<file path="src/verilog/xform_mode_pkg.sv">
// package: offsets, field layouts and encodings of the transform mode vector shadow
package xform_mode_pkg;

  // ********************************************************************
  // generations
  // ********************************************************************
  typedef enum logic [1:0] {GEN_FIRST, GEN_SECOND, GEN_THIRD} generation_t;

  // ********************************************************************
  // shadow register byte offsets
  // ********************************************************************
  localparam logic [23:0] OFF_GEN1_WORD_B  = 24'h40_0f40;
  localparam logic [23:0] OFF_GEN1_WORD_A  = 24'h40_0f44;
  localparam logic [23:0] OFF_GEN2_WORD_B  = 24'h40_0fb4;
  localparam logic [23:0] OFF_GEN2_WORD_A  = 24'h40_0fb8;
  localparam logic [23:0] OFF_GEN2_TEX1    = 24'h40_0fbc;
  localparam logic [23:0] OFF_GEN2_TEX0    = 24'h40_0fc0;
  localparam logic [23:0] OFF_GEN3_DUMMY   = 24'h40_0fb4;
  localparam logic [23:0] OFF_GEN3_WORD_C  = 24'h40_0fb8;
  localparam logic [23:0] OFF_GEN3_WORD_B  = 24'h40_0fbc;
  localparam logic [23:0] OFF_GEN3_WORD_A  = 24'h40_0fc0;
  localparam logic [23:0] OFF_GEN3_TEX3    = 24'h40_0fc4;
  localparam logic [23:0] OFF_GEN3_TEX2    = 24'h40_0fc8;
  localparam logic [23:0] OFF_GEN3_TEX1    = 24'h40_0fcc;
  localparam logic [23:0] OFF_GEN3_TEX0    = 24'h40_0fd0;

  // ********************************************************************
  // reset values and writable masks
  // ********************************************************************
  localparam logic [31:0] RESET_WORD       = 32'h0000_0000;
  localparam logic [31:0] MASK_GEN1_WORD_A = 32'hffff_ffff;
  localparam logic [31:0] MASK_GEN1_WORD_B = 32'h3bff_ffff;
  localparam logic [31:0] MASK_WORD_A      = 32'hffff_ffff;
  localparam logic [31:0] MASK_GEN2_WORD_B = 32'hffff_ffff;
  localparam logic [31:0] MASK_GEN3_WORD_B = 32'hfeff_ffff;
  localparam logic [31:0] MASK_WORD_C      = 32'h0000_003f;
  localparam logic [31:0] MASK_TEX_WORD    = 32'hfff7_fff7;

  // ********************************************************************
  // field positions
  // ********************************************************************
  localparam int G1_TEX1_BASE   = 14;
  localparam int G1_FOG_LSB     = 16;
  localparam int G1_BYPASS_BIT  = 28;
  localparam int G1_VP_OFS_BIT  = 29;
  localparam int LIGHT_W        = 2;
  localparam int NUM_LIGHTS     = 8;
  localparam int PROG_START_LSB = 8;
  localparam int VP_SKIP_BIT    = 16;
  localparam int ARITH_BIT      = 17;
  localparam int CTX_VIS_BIT    = 18;
  localparam int FOG2_LSB       = 22;
  localparam int CTX_WRITE_BIT  = 29;
  localparam int OP_MODE_LSB    = 30;
  localparam int TEXW_ODD_BASE  = 16;
  localparam int CLIP_W         = 6;

  // ********************************************************************
  // encodings
  // ********************************************************************
  typedef enum logic [1:0] {LIGHT_OFF, LIGHT_INFINITE, LIGHT_LOCAL, LIGHT_SPOT} light_mode_t;
  typedef enum logic [1:0] {OP_FIXED, OP_BYPASS_OR_V3, OP_PROG_ONE, OP_PROG_TWO} op_mode_t;
  typedef enum logic [2:0] {
    TG_PASS, TG_EYE_LINEAR, TG_OBJECT_LINEAR, TG_SPHERE, TG_NORMAL, TG_REFLECT, TG_EMBOSS
  } texgen_t;

  // mode command to the transform engine: two vectors of 128 bits
  typedef struct packed {
    logic [127:0] vector1;
    logic [127:0] vector0;
  } mode_command_t;

  // decoded controls taken from word b, program start from word a
  typedef struct packed {
    logic       viewportSkip;
    logic       arithmeticSemantics;
    logic       contextVisibility;
    logic       contextWritePermit;
    logic       fixedFunctionOff;
    logic [1:0] operatingMode;
    logic [7:0] programStart;
  } engine_controls_t;

endpackage

</file>
<file path="src/verilog/vertex_transform_mode_vector.sv">
// shadow copy of the vertex transform mode vector with command push to the engine
`timescale 1ns/1ps

module vertex_transform_mode_vector
  import xform_mode_pkg::*;
#(
  parameter generation_t GENERATION = GEN_THIRD
) (
  input  wire logic          sys_clk,
  input  wire logic          reset,
  input  wire logic          regWrite,
  input  wire logic          regRead,
  input  wire logic [23:0]   regAddr,
  input  wire logic [31:0]   regWriteData,
  output      logic [31:0]   regReadData,
  output      logic          regReadValid,
  input  wire logic          methodValid,
  input  wire logic [2:0]    methodWord,
  input  wire logic [31:0]   methodData,
  output      logic          modeCommandValid,
  output      mode_command_t modeCommand,
  input  wire logic          modeCommandReady,
  output      engine_controls_t engineControls,
  output      logic [1:0]    fogSource,
  output      logic          bypassActive,
  output      logic          viewportOffsetCenter,
  output      logic [5:0]    userClipEnables
);

  // ********************************************************************
  // elaboration check
  // ********************************************************************
  if (GENERATION != GEN_FIRST && GENERATION != GEN_SECOND && GENERATION != GEN_THIRD) begin : g_bad
    $error("unsupported generation");
  end

  // ********************************************************************
  // word slots: 0 a, 1 b, 2 c, 3..6 texture 0..3, 7 none
  // ********************************************************************
  localparam logic [2:0] SLOT_A    = 3'h0;
  localparam logic [2:0] SLOT_B    = 3'h1;
  localparam logic [2:0] SLOT_C    = 3'h2;
  localparam logic [2:0] SLOT_T0   = 3'h3;
  localparam logic [2:0] SLOT_NONE = 3'h7;

  logic [31:0] shadow_reg [0:6];
  logic        dirty_reg;
  logic        pushPending_reg;

  // map byte address to slot for the built generation
  function automatic logic [2:0] slot_of(input logic [23:0] addr);
    logic [2:0] s;
    s = SLOT_NONE;
    unique case (GENERATION)
      GEN_FIRST: begin
        if (addr == OFF_GEN1_WORD_B) s = SLOT_B;
        if (addr == OFF_GEN1_WORD_A) s = SLOT_A;
      end
      // b, a, texture 1, texture 0
      GEN_SECOND: begin
        if (addr == OFF_GEN2_WORD_B) s = SLOT_B;
        if (addr == OFF_GEN2_WORD_A) s = SLOT_A;
        if (addr == OFF_GEN2_TEX1)   s = 3'h4;
        if (addr == OFF_GEN2_TEX0)   s = SLOT_T0;
      end
      // dummy word maps to no slot and reads zero
      default: begin
        if (addr == OFF_GEN3_WORD_C) s = SLOT_C;
        if (addr == OFF_GEN3_WORD_B) s = SLOT_B;
        if (addr == OFF_GEN3_WORD_A) s = SLOT_A;
        if (addr == OFF_GEN3_TEX3)   s = 3'h6;
        if (addr == OFF_GEN3_TEX2)   s = 3'h5;
        if (addr == OFF_GEN3_TEX1)   s = 3'h4;
        if (addr == OFF_GEN3_TEX0)   s = SLOT_T0;
      end
    endcase
    return s;
  endfunction

  // writable bits per slot; everything else stays zero
  function automatic logic [31:0] mask_of(input logic [2:0] slot);
    logic [31:0] m;
    m = 32'h0000_0000;
    unique case (GENERATION)
      GEN_FIRST: begin
        // only words a and b exist
        if (slot == SLOT_A) m = MASK_GEN1_WORD_A;
        if (slot == SLOT_B) m = MASK_GEN1_WORD_B;
      end
      GEN_SECOND: begin
        if (slot == SLOT_A) m = MASK_WORD_A;
        if (slot == SLOT_B) m = MASK_GEN2_WORD_B;
        // texture words keep every gen select bit, only gaps read zero
        if (slot == SLOT_T0 || slot == 3'h4) m = MASK_TEX_WORD;
      end
      default: begin
        // word c carries six clip enables only
        if (slot == SLOT_A) m = MASK_WORD_A;
        if (slot == SLOT_B) m = MASK_GEN3_WORD_B;
        if (slot == SLOT_C) m = MASK_WORD_C;
        if (slot >= SLOT_T0 && slot != SLOT_NONE) m = MASK_TEX_WORD;
      end
    endcase
    return m;
  endfunction

  // ********************************************************************
  // shadow update from register writes and mode methods
  // ********************************************************************
  logic [2:0]  wrSlot;
  logic [31:0] wrData;
  logic        wrHit;

  always_comb begin
    wrSlot = SLOT_NONE;
    wrData = 32'h0000_0000;
    if (regWrite) begin
      wrSlot = slot_of(regAddr);
      wrData = regWriteData;
    end else if (methodValid) begin
      wrSlot = methodWord;
      wrData = methodData;
    end
    wrHit = (wrSlot != SLOT_NONE) && (mask_of(wrSlot) != 32'h0000_0000);
  end

  // the shadow is the saved context; reset clears it
  always_ff @(posedge sys_clk) begin
    if (reset) begin
      for (int i = 0; i < 7; i++) begin
        shadow_reg[i] <= RESET_WORD;
      end
    end else if (wrHit) begin
      // methods and register writes both land in the shadow; a register write wins over a method in the same cycle
      shadow_reg[wrSlot] <= wrData & mask_of(wrSlot);
    end
  end

  // ********************************************************************
  // command push
  // ********************************************************************
  logic changeSeen;

  always_comb begin
    changeSeen = 1'b0;
    if (wrHit) begin
      if (GENERATION == GEN_FIRST) begin
        // only a low-word write pushes in the first generation
        changeSeen = (wrSlot == SLOT_A);
      end else begin
        // any change in a later generation
        changeSeen = ((wrData & mask_of(wrSlot)) != shadow_reg[wrSlot]);
      end
    end
  end

  // a change arriving while a push waits loads a fresh vector at the edge that takes the pending one
  always_ff @(posedge sys_clk) begin
    if (reset) begin
      dirty_reg <= 1'b0;
    end else if (changeSeen) begin
      dirty_reg <= 1'b1;
    end else if (!pushPending_reg || modeCommandReady) begin
      dirty_reg <= 1'b0;
    end
  end

  mode_command_t commandNext;

  always_comb begin
    commandNext = '0;
    unique case (GENERATION)
      GEN_FIRST: commandNext.vector0 = {64'h0, shadow_reg[1], shadow_reg[0]};
      // texture 0 lowest, word b highest
      GEN_SECOND: commandNext.vector0 = {shadow_reg[1], shadow_reg[0], shadow_reg[4], shadow_reg[3]};
      // vector 0 a, b, c; vector 1 four texture words
      default: begin
        commandNext.vector0 = {32'h0, shadow_reg[2], shadow_reg[1], shadow_reg[0]};
        commandNext.vector1 = {shadow_reg[6], shadow_reg[5], shadow_reg[4], shadow_reg[3]};
      end
    endcase
  end

  // offer the current vector until the engine takes it
  always_ff @(posedge sys_clk) begin
    if (reset) begin
      pushPending_reg  <= 1'b0;
      modeCommandValid <= 1'b0;
      modeCommand      <= '0;
    end else if (dirty_reg && (!modeCommandValid || modeCommandReady)) begin
      pushPending_reg  <= 1'b1;
      modeCommandValid <= 1'b1;
      modeCommand      <= commandNext;
    end else if (modeCommandValid && modeCommandReady) begin
      pushPending_reg  <= 1'b0;
      modeCommandValid <= 1'b0;
    end
  end

  // ********************************************************************
  // register reads
  // ********************************************************************
  always_ff @(posedge sys_clk) begin
    if (reset) begin
      regReadData  <= 32'h0000_0000;
      regReadValid <= 1'b0;
    end else begin
      regReadValid <= regRead;
      if (regRead && slot_of(regAddr) != SLOT_NONE) begin
        regReadData <= shadow_reg[slot_of(regAddr)];
      end else begin
        // dummy and unmapped words read zero
        regReadData <= 32'h0000_0000;
      end
    end
  end

  // ********************************************************************
  // decoded controls
  // ********************************************************************
  logic [31:0] wordA;
  logic [31:0] wordB;

  assign wordA = shadow_reg[0];
  assign wordB = shadow_reg[1];

  always_ff @(posedge sys_clk) begin
    if (reset) begin
      engineControls       <= '0;
      fogSource            <= 2'b00;
      bypassActive         <= 1'b0;
      viewportOffsetCenter <= 1'b0;
      userClipEnables      <= 6'h00;
    end else if (GENERATION == GEN_FIRST) begin
      engineControls       <= '0;
      fogSource            <= wordB[G1_FOG_LSB +: 2];
      bypassActive         <= wordB[G1_BYPASS_BIT];
      viewportOffsetCenter <= wordB[G1_BYPASS_BIT] & wordB[G1_VP_OFS_BIT];
      userClipEnables      <= 6'h00;
    end else begin
      engineControls.viewportSkip        <= wordB[VP_SKIP_BIT];
      engineControls.arithmeticSemantics <= wordB[ARITH_BIT];
      engineControls.contextVisibility   <= wordB[CTX_VIS_BIT];
      engineControls.contextWritePermit  <= wordB[CTX_WRITE_BIT];
      engineControls.operatingMode       <= wordB[OP_MODE_LSB +: 2];
      engineControls.fixedFunctionOff    <= wordB[OP_MODE_LSB +: 2] == OP_PROG_ONE
                                         || wordB[OP_MODE_LSB +: 2] == OP_PROG_TWO
                                         || (GENERATION == GEN_THIRD
                                             && wordB[OP_MODE_LSB +: 2] == OP_BYPASS_OR_V3);
      engineControls.programStart        <= wordA[PROG_START_LSB +: 8];
      fogSource                          <= wordB[FOG2_LSB +: 2];
      bypassActive                       <= GENERATION == GEN_SECOND
                                         && wordB[OP_MODE_LSB +: 2] == OP_BYPASS_OR_V3;
      viewportOffsetCenter               <= 1'b0;
      userClipEnables                    <= GENERATION == GEN_THIRD ? shadow_reg[2][CLIP_W-1:0] : 6'h00;
    end
  end

endmodule

</file>
<file path="config.mk">
export PLATFORM = sky130hd
export DESIGN_NAME = vertex_transform_mode_vector
export DESIGN_NICKNAME = d
export VERILOG_FILES = /design/src/verilog/xform_mode_pkg.sv /design/src/verilog/vertex_transform_mode_vector.sv
export SDC_FILE = /design/constraint.sdc
export NUM_CORES = 1
export LEC_CHECK = 0
export ABC_AREA = 1
export BUFFER_PORTS_ARGS = -buffer_cell sky130_fd_sc_hd__buf_4
export CORE_AREA = 2 2 317 319
export DETAILED_ROUTE_END_ITERATION = 8
export DIE_AREA = 0 0 319 321
export GPL_TIMING_DRIVEN = 0
export PLACE_DENSITY = 0.51
export SETUP_SLACK_MARGIN = 0.02
export SLEW_MARGIN = 5
export SYNTH_ARGS = -nofsm -noshare
export SYNTH_HDL_FRONTEND = slang
export SYNTH_SLANG_ARGS = --single-unit
</file>
<file path="constraint.sdc">
create_clock -name sys_clk -period 7.45 [get_ports sys_clk]
set_input_delay 0.3725 -clock sys_clk [delete_from_list [all_inputs] [get_ports sys_clk]]
set_output_delay 0.3725 -clock sys_clk [all_outputs]
set_load 0.005 [all_outputs]
</file>
==> results of run 1 <==
repair_timing:
item	4_1_cts	5_1_grt
hold buffers	1	0
setup buffers	0	0
endpoints found under the hold margin	1	0
gates resized for setup	0	0
routing by layer:
layer  vias up  global-route usage  wire length, um
met5         -                   0               42
li1      11200                   -                -
met4         6              0.0813             4670
met2      1396               0.401            59800
met3       232              0.0661            14700
met1     11800               0.340            55900
layout make-up:
cell class / instances / area [um^2]
Clock buffer: 86 / 1850
Buffer: 248 / 1160
Antenna cell: 2 / 5.00
Clock inverter: 28 / 244
Inverter: 338 / 1270
Multi-Input combinational cell: 2082 / 9540
Tap cell: 1298 / 1620
Timing Repair Buffer: 381 / 2900
Fill cell: 10800 / 67700
Sequential cell: 538 / 13000
power groups by stage:
stage | clock network, mW | logic [mW] | registers (mW)
global route | 3.32 | 1.32 | 3.41
finish | 3.19 | 1.24 | 3.39
CTS | 3.21 | 1.22 | 3.39
floorplan | 0 | 0.536 | 3.43
detailed placement | 0 | 1.21 | 3.45
global placement | 0 | 1.20 | 3.45
worst paths after layout:
path,from,to,slack [ns],cells past startpoint
worst min register to register,shadow_reg[6][17],shadow_reg[6][17],0.51,2
worst min-delay path,reset,regReadValid,0.02,2
worst max-delay path,methodValid,shadow_reg[1][2],3.01,12
worst max register to register,pushPending_reg,modeCommand[250],4.16,7
per-stage QoR:
stage                     area (um^2)  worst slack [ns]  total power, mW
after floorplan                 25000              4.31             3.96
after global placement          29400              1.91             4.66
after detailed placement        29500              2.45             4.67
after CTS                       31600              3.13             7.82
after global routing            31600              2.84             8.05
final                           31600              3.01             7.82
logic make-up (layout without fill, tap and decap cells):
logic type | after synthesis | after routing | share of synthesized area
buffers and inverters | 586 | 1081 | 0.0987
AOI/OAI and AO/OA | 708 | 708 | 0.165
DFF | 538 | 538 | 0.529
and+or+nand+nor | 1277 | 1277 | 0.207
other | 1 | 99 | 0.000152
Yosys cell counts (31+ instances only):
cell / number / area share
nand2_1: 815 / 0.12
inv_1: 323 / 0.049
dfxtp_1: 314 / 0.26
o21ai_0: 295 / 0.060
nor2_1: 271 / 0.041
a21oi_1: 241 / 0.049
edfxtp_1: 224 / 0.27
nand3_1: 162 / 0.033
clkbuf_1: 151 / 0.023
a311oi_1: 64 / 0.023
o211ai_1: 64 / 0.020
buf_4: 47 / 0.014
buf_2: 36 / 0.0073
a22o_1: 31 / 0.011
==> reports/results.txt, run 1 <==
Status: finished clean
Hold Vio Cnt, Final: 0
CP Buf/Inv Count: 6
Iter 0 DRT Violations: 3247
Vias post-DR: 24600
Post-synthesis cell type count: 31
Residual DRC: 0
Switching share of power: 0.296
Max VDD drop: 0.000172 V
Clk_skew: 0.0237 ns
Antenna violations before repair: 4
Int Power: 5.51 mW
Final core utilization: 0.318
Fin Hold WS: 0.0188 ns
Initial Utilization: 0.248
Seq cells post-synth: 538
Critical Path, Cell by Cell: buf_4 > inv_1 > nor2_1 > inv_1 > or2_1 > buf_1 > nand2_2 > buf_2 > nor2_1 > nand2_1 > clkbuf_1 > nand2_2
Crit path max-delay family: simple AND/OR/NAND/NOR gates
CP endpoint kind: flop
Combinational Power Share: 0.158
Critical Path Start Type: primary input
Top Ports: 412
Layout cells sized above 1: 0.158
Max Cap Viol: 0
Root Buffer: clkbuf_16
Final Slew Violations: 0
Max reg flops: 256
Vias in the first global route: 22700
CORE AREA: 99300 um^2
Clock-pin transition on the worst setup and hold timing paths: 0.06 ns
Die Wd: 319 um
Die ar.: 102000 um^2
Worst slew pin tran: 1.27 ns
WL/cell: 27.0 um
Die Y: 321 um
Tot GR Track Use: 0.255
Sequential Power Share: 0.434
PD cells: 247 nW/um^2
Port Buf Inserts: 377
Commonest non-fill, non-tap cell in the layout: nand2_1
Pleak: 14.1 nW
Post-synth EDFFs: 224
Clock Latency Late Sink: 0.67 ns
Total global routing overflow: 0
Slew HR: 0.151
Synth Flop Type: dfxtp_1
Async SR Flop Fraction: 0
Clock power share: 0.408
CTS buffer count: 60
H-tree depth: 2
Nets: 3746
Layout area overhead: 28.5%
Most frequent cells in the layout: nand2_1, buf_4, inv_1
Max FO, Critical Path: 32
Psw: 2.31 mW
Critical Path RT: 7.61 ns
Fin Setup TNS: 0 ns
RSZ-0062 raised after global routing: false
Row count: 116
GPL Wtd Cong: 0.990
CP arrival: 4.60 ns
Type of the worst min-delay path: primary input to flop
Slowest CP cell: nand2_2
Global-route wire length before repair: 182 mm
Mean area per synthesized cell: 7.91 um^2
Dpl cells: 4884
Largest stage delay, worst path: 0.76 ns
Clock tree buffer depth: 3
Initial DRT Pass Iterations: 6
Netlist Area Pre-Place: 24600 um^2
ANT nets after route: 0
Syn. warnings: 0
Tcrit/Tclk final: 0.596
CTS tree: built
Min Tclk post-route: 4.44 ns
Highest clock rate: 225 MHz
Final setup vio count: 0
Final WL: 135 mm
Post-synthesis sequential area ratio: 0.529
Final HPWL DP: 105 mm
Vias per cell: 4.92
Final Non-Filler Cells: 5001
Synthesized instance count: 3110
CTS Sinks: 538
Largest net degree at the start of global routing: 33
Crit Path Class: primary input to flop
(Power assumes the default switching activity.)
==> run 2: changes to the inputs <==
clock period = 4.4 ns   (was 7.45 ns; I/O delays follow)
==> reports/results.txt, run 2 (same netlist as run 1, synthesis figures left out) <==
Final setup vio count: 0 (unchanged)
Tot GR Track Use: 0.255 (about the same)
Tcrit/Tclk final: 0.911
Fill cell count: 10800 (-0.019%)
GR Util met3: 0.0660 (about the same)
CTS buffer count: 60 (unchanged)
Min Tclk post-route: 4.01 ns
GRT met1 Usage: 0.340 (about the same)
Total global routing overflow: 0 (unchanged)
Initial DRT Pass Iterations: 8 (+2)
Crit Path Class: primary input to flop
Port Buf Inserts: 377 (unchanged)
Max FO, Critical Path: 22 (-31%)
Area after DPL: 29500 um^2 (unchanged)
Layout area overhead: 28.6% (about the same)
Die Y: 321 um (unchanged)
Int Power: 9.33 mW (+69%)
H-tree depth: 2 (unchanged)
Max reg flops: 256 (unchanged)
CTS tree: built
GRT busiest layer: met2
Nets: 3748 (+0.053%)
Final Slew Violations: 0 (unchanged)
Residual DRC: 0 (unchanged)
Critical Path RT: 4.75 ns (-2.86 ns)
Clock tree buffer depth: 3 (unchanged)
Vias post-DR: 24600 (+0.065%)
CTS Sinks: 538 (unchanged)
Vias in the first global route: 22700 (+0.044%)
Row count: 116 (unchanged)
Max Cap Viol: 0 (unchanged)
Die Wd: 319 um (unchanged)
Worst slew pin tran: 1.32 ns (+0.0448 ns)
Pwr Total: 13.2 mW (+69%)
GPL Wtd Cong: 0.990 (unchanged)
Met2 usage in global routing: 0.401 (about the same)
Max VDD drop: 0.000292 V (+70%)
CP endpoint kind: flop
Slew HR: 0.121 (-0.0299)
Iter 0 DRT Violations: 3024 (-6.9%)
Psw: 3.92 mW (+70%)
Die ar.: 102000 um^2 (unchanged)
Critical Path Start Type: primary input
Highest clock rate: 250 MHz
Antenna violations before repair: 4 (unchanged)
Commonest non-fill, non-tap cell in the layout: nand2_1
Root Buffer: clkbuf_16
Global-route wire length before repair: 182 mm (about the same)
Combinational Power Share: 0.158 (about the same)
Type of the worst min-delay path: primary input to flop
Largest net degree at the start of global routing: 33 (unchanged)
Most frequent cells in the layout: nand2_1, buf_4, inv_1
Clock-pin transition on the worst setup and hold timing paths: 0.06 ns (about the same)
Fin Setup TNS: 0 ns (unchanged)
Final WL: 135 mm (about the same)
WL/cell: 27.0 um (about the same)
ANT nets after route: 0 (unchanged)
Top Ports: 412 (unchanged)
Clk_skew: 0.0281 ns (+0.00442 ns)
Clock Latency Late Sink: 0.67 ns (about the same)
Final HPWL DP: 105 mm (unchanged)
Status: finished clean
CP arrival: 4.36 ns (-0.24 ns)
Initial Utilization: 0.248 (unchanged)
Pleak: 14.1 nW (about the same)
Switching share of power: 0.296 (about the same)
Sequential Power Share: 0.434 (about the same)
Design Area, Final: 31600 um^2 (about the same)
Clock power share: 0.408 (about the same)
CORE AREA: 99300 um^2 (unchanged)
Hold Vio Cnt, Final: 0 (unchanged)
RSZ-0062 raised after global routing: false
Vias per cell: 4.92 (about the same)
Layout cells sized above 1: 0.158 (about the same)
PD cells: 419 nW/um^2 (+69%)
[run 2: cell count changes in the layout (fill, tap and decap cells not counted), sizes merged]
cell	change
diode	+2
dlygate4sd3	+2
[run 2: power groups by stage]
stage               clock [mW]  sequential, mW  combinational [mW]
floorplan                    0            5.80               0.907
global placement             0            5.84                2.04
detailed placement           0            5.85                2.06
CTS                       5.43            5.74                2.07
global route              5.62            5.78                2.25
finish                    5.40            5.74                2.10
[run 2: repair_timing]
item	4_1_cts	5_1_grt
hold endpoints to repair	3	0
hold buffers	3	0
gates resized for setup	0	1
endpoints found under the setup margin	0	32
buffers inserted	0	0
[run 2: final cells by class]
type / count / area, um^2 / area share
Antenna cell: 4 / 10.0 / 0.000316
Clock inverter: 28 / 244 / 0.00771
Buffer: 248 / 1160 / 0.0367
Sequential cell: 538 / 13000 / 0.411
Clock buffer: 86 / 1850 / 0.0585
Tap cell: 1298 / 1620 / 0.0513
Multi-Input combinational cell: 2082 / 9550 / 0.302
Timing Repair Buffer: 383 / 2920 / 0.0923
Inverter: 338 / 1270 / 0.0401
[run 2: worst max-delay path, stage by stage]
cell,delay [ns]
buf_4,0.08
inv_1,0.05
nor2_1,0.64
inv_1,0.12
or2_1,0.24
buf_1,0.47
nand2_2,0.36
buf_2,0.49
nand2_1,0.14
inv_1,0.12
nand2_1,0.21
clkbuf_1,0.44
nand2_2,0.47
buf_12,0.26
[run 2: path summary, 6_finish.rpt]
check / from / to / slack [ns] / cells after the start
worst max register to register: pushPending_reg / modeCommand[250] / 1.11 / 7
worst max-delay path: methodValid / shadow_reg[0][7] / 0.39 / 14
worst min-delay path: methodData[30] / shadow_reg[3][30] / 0.13 / 4
worst min register to register: shadow_reg[6][17] / shadow_reg[6][17] / 0.50 / 2
[run 2: metal layers]
metal | up-vias | wire [um]
met4 | 6 | 4400
met2 | 1387 | 60100
met1 | 11800 | 56200
li1 | 11200 | -
met5 | - | 42
met3 | 211 | 14300
[run 2: metrics by stage]
stage	setup slack (ns)	utilization	cells	hold WS (ns)
detailed placement	-0.450	0.297	4884	0.494
global placement	-0.989	0.296	4881	0.476
global route	0.251	0.319	5001	0.165
CTS	0.231	0.319	5001	0.112
floorplan	1.42	-	3206	0.302
finish	0.392	0.319	5005	0.135
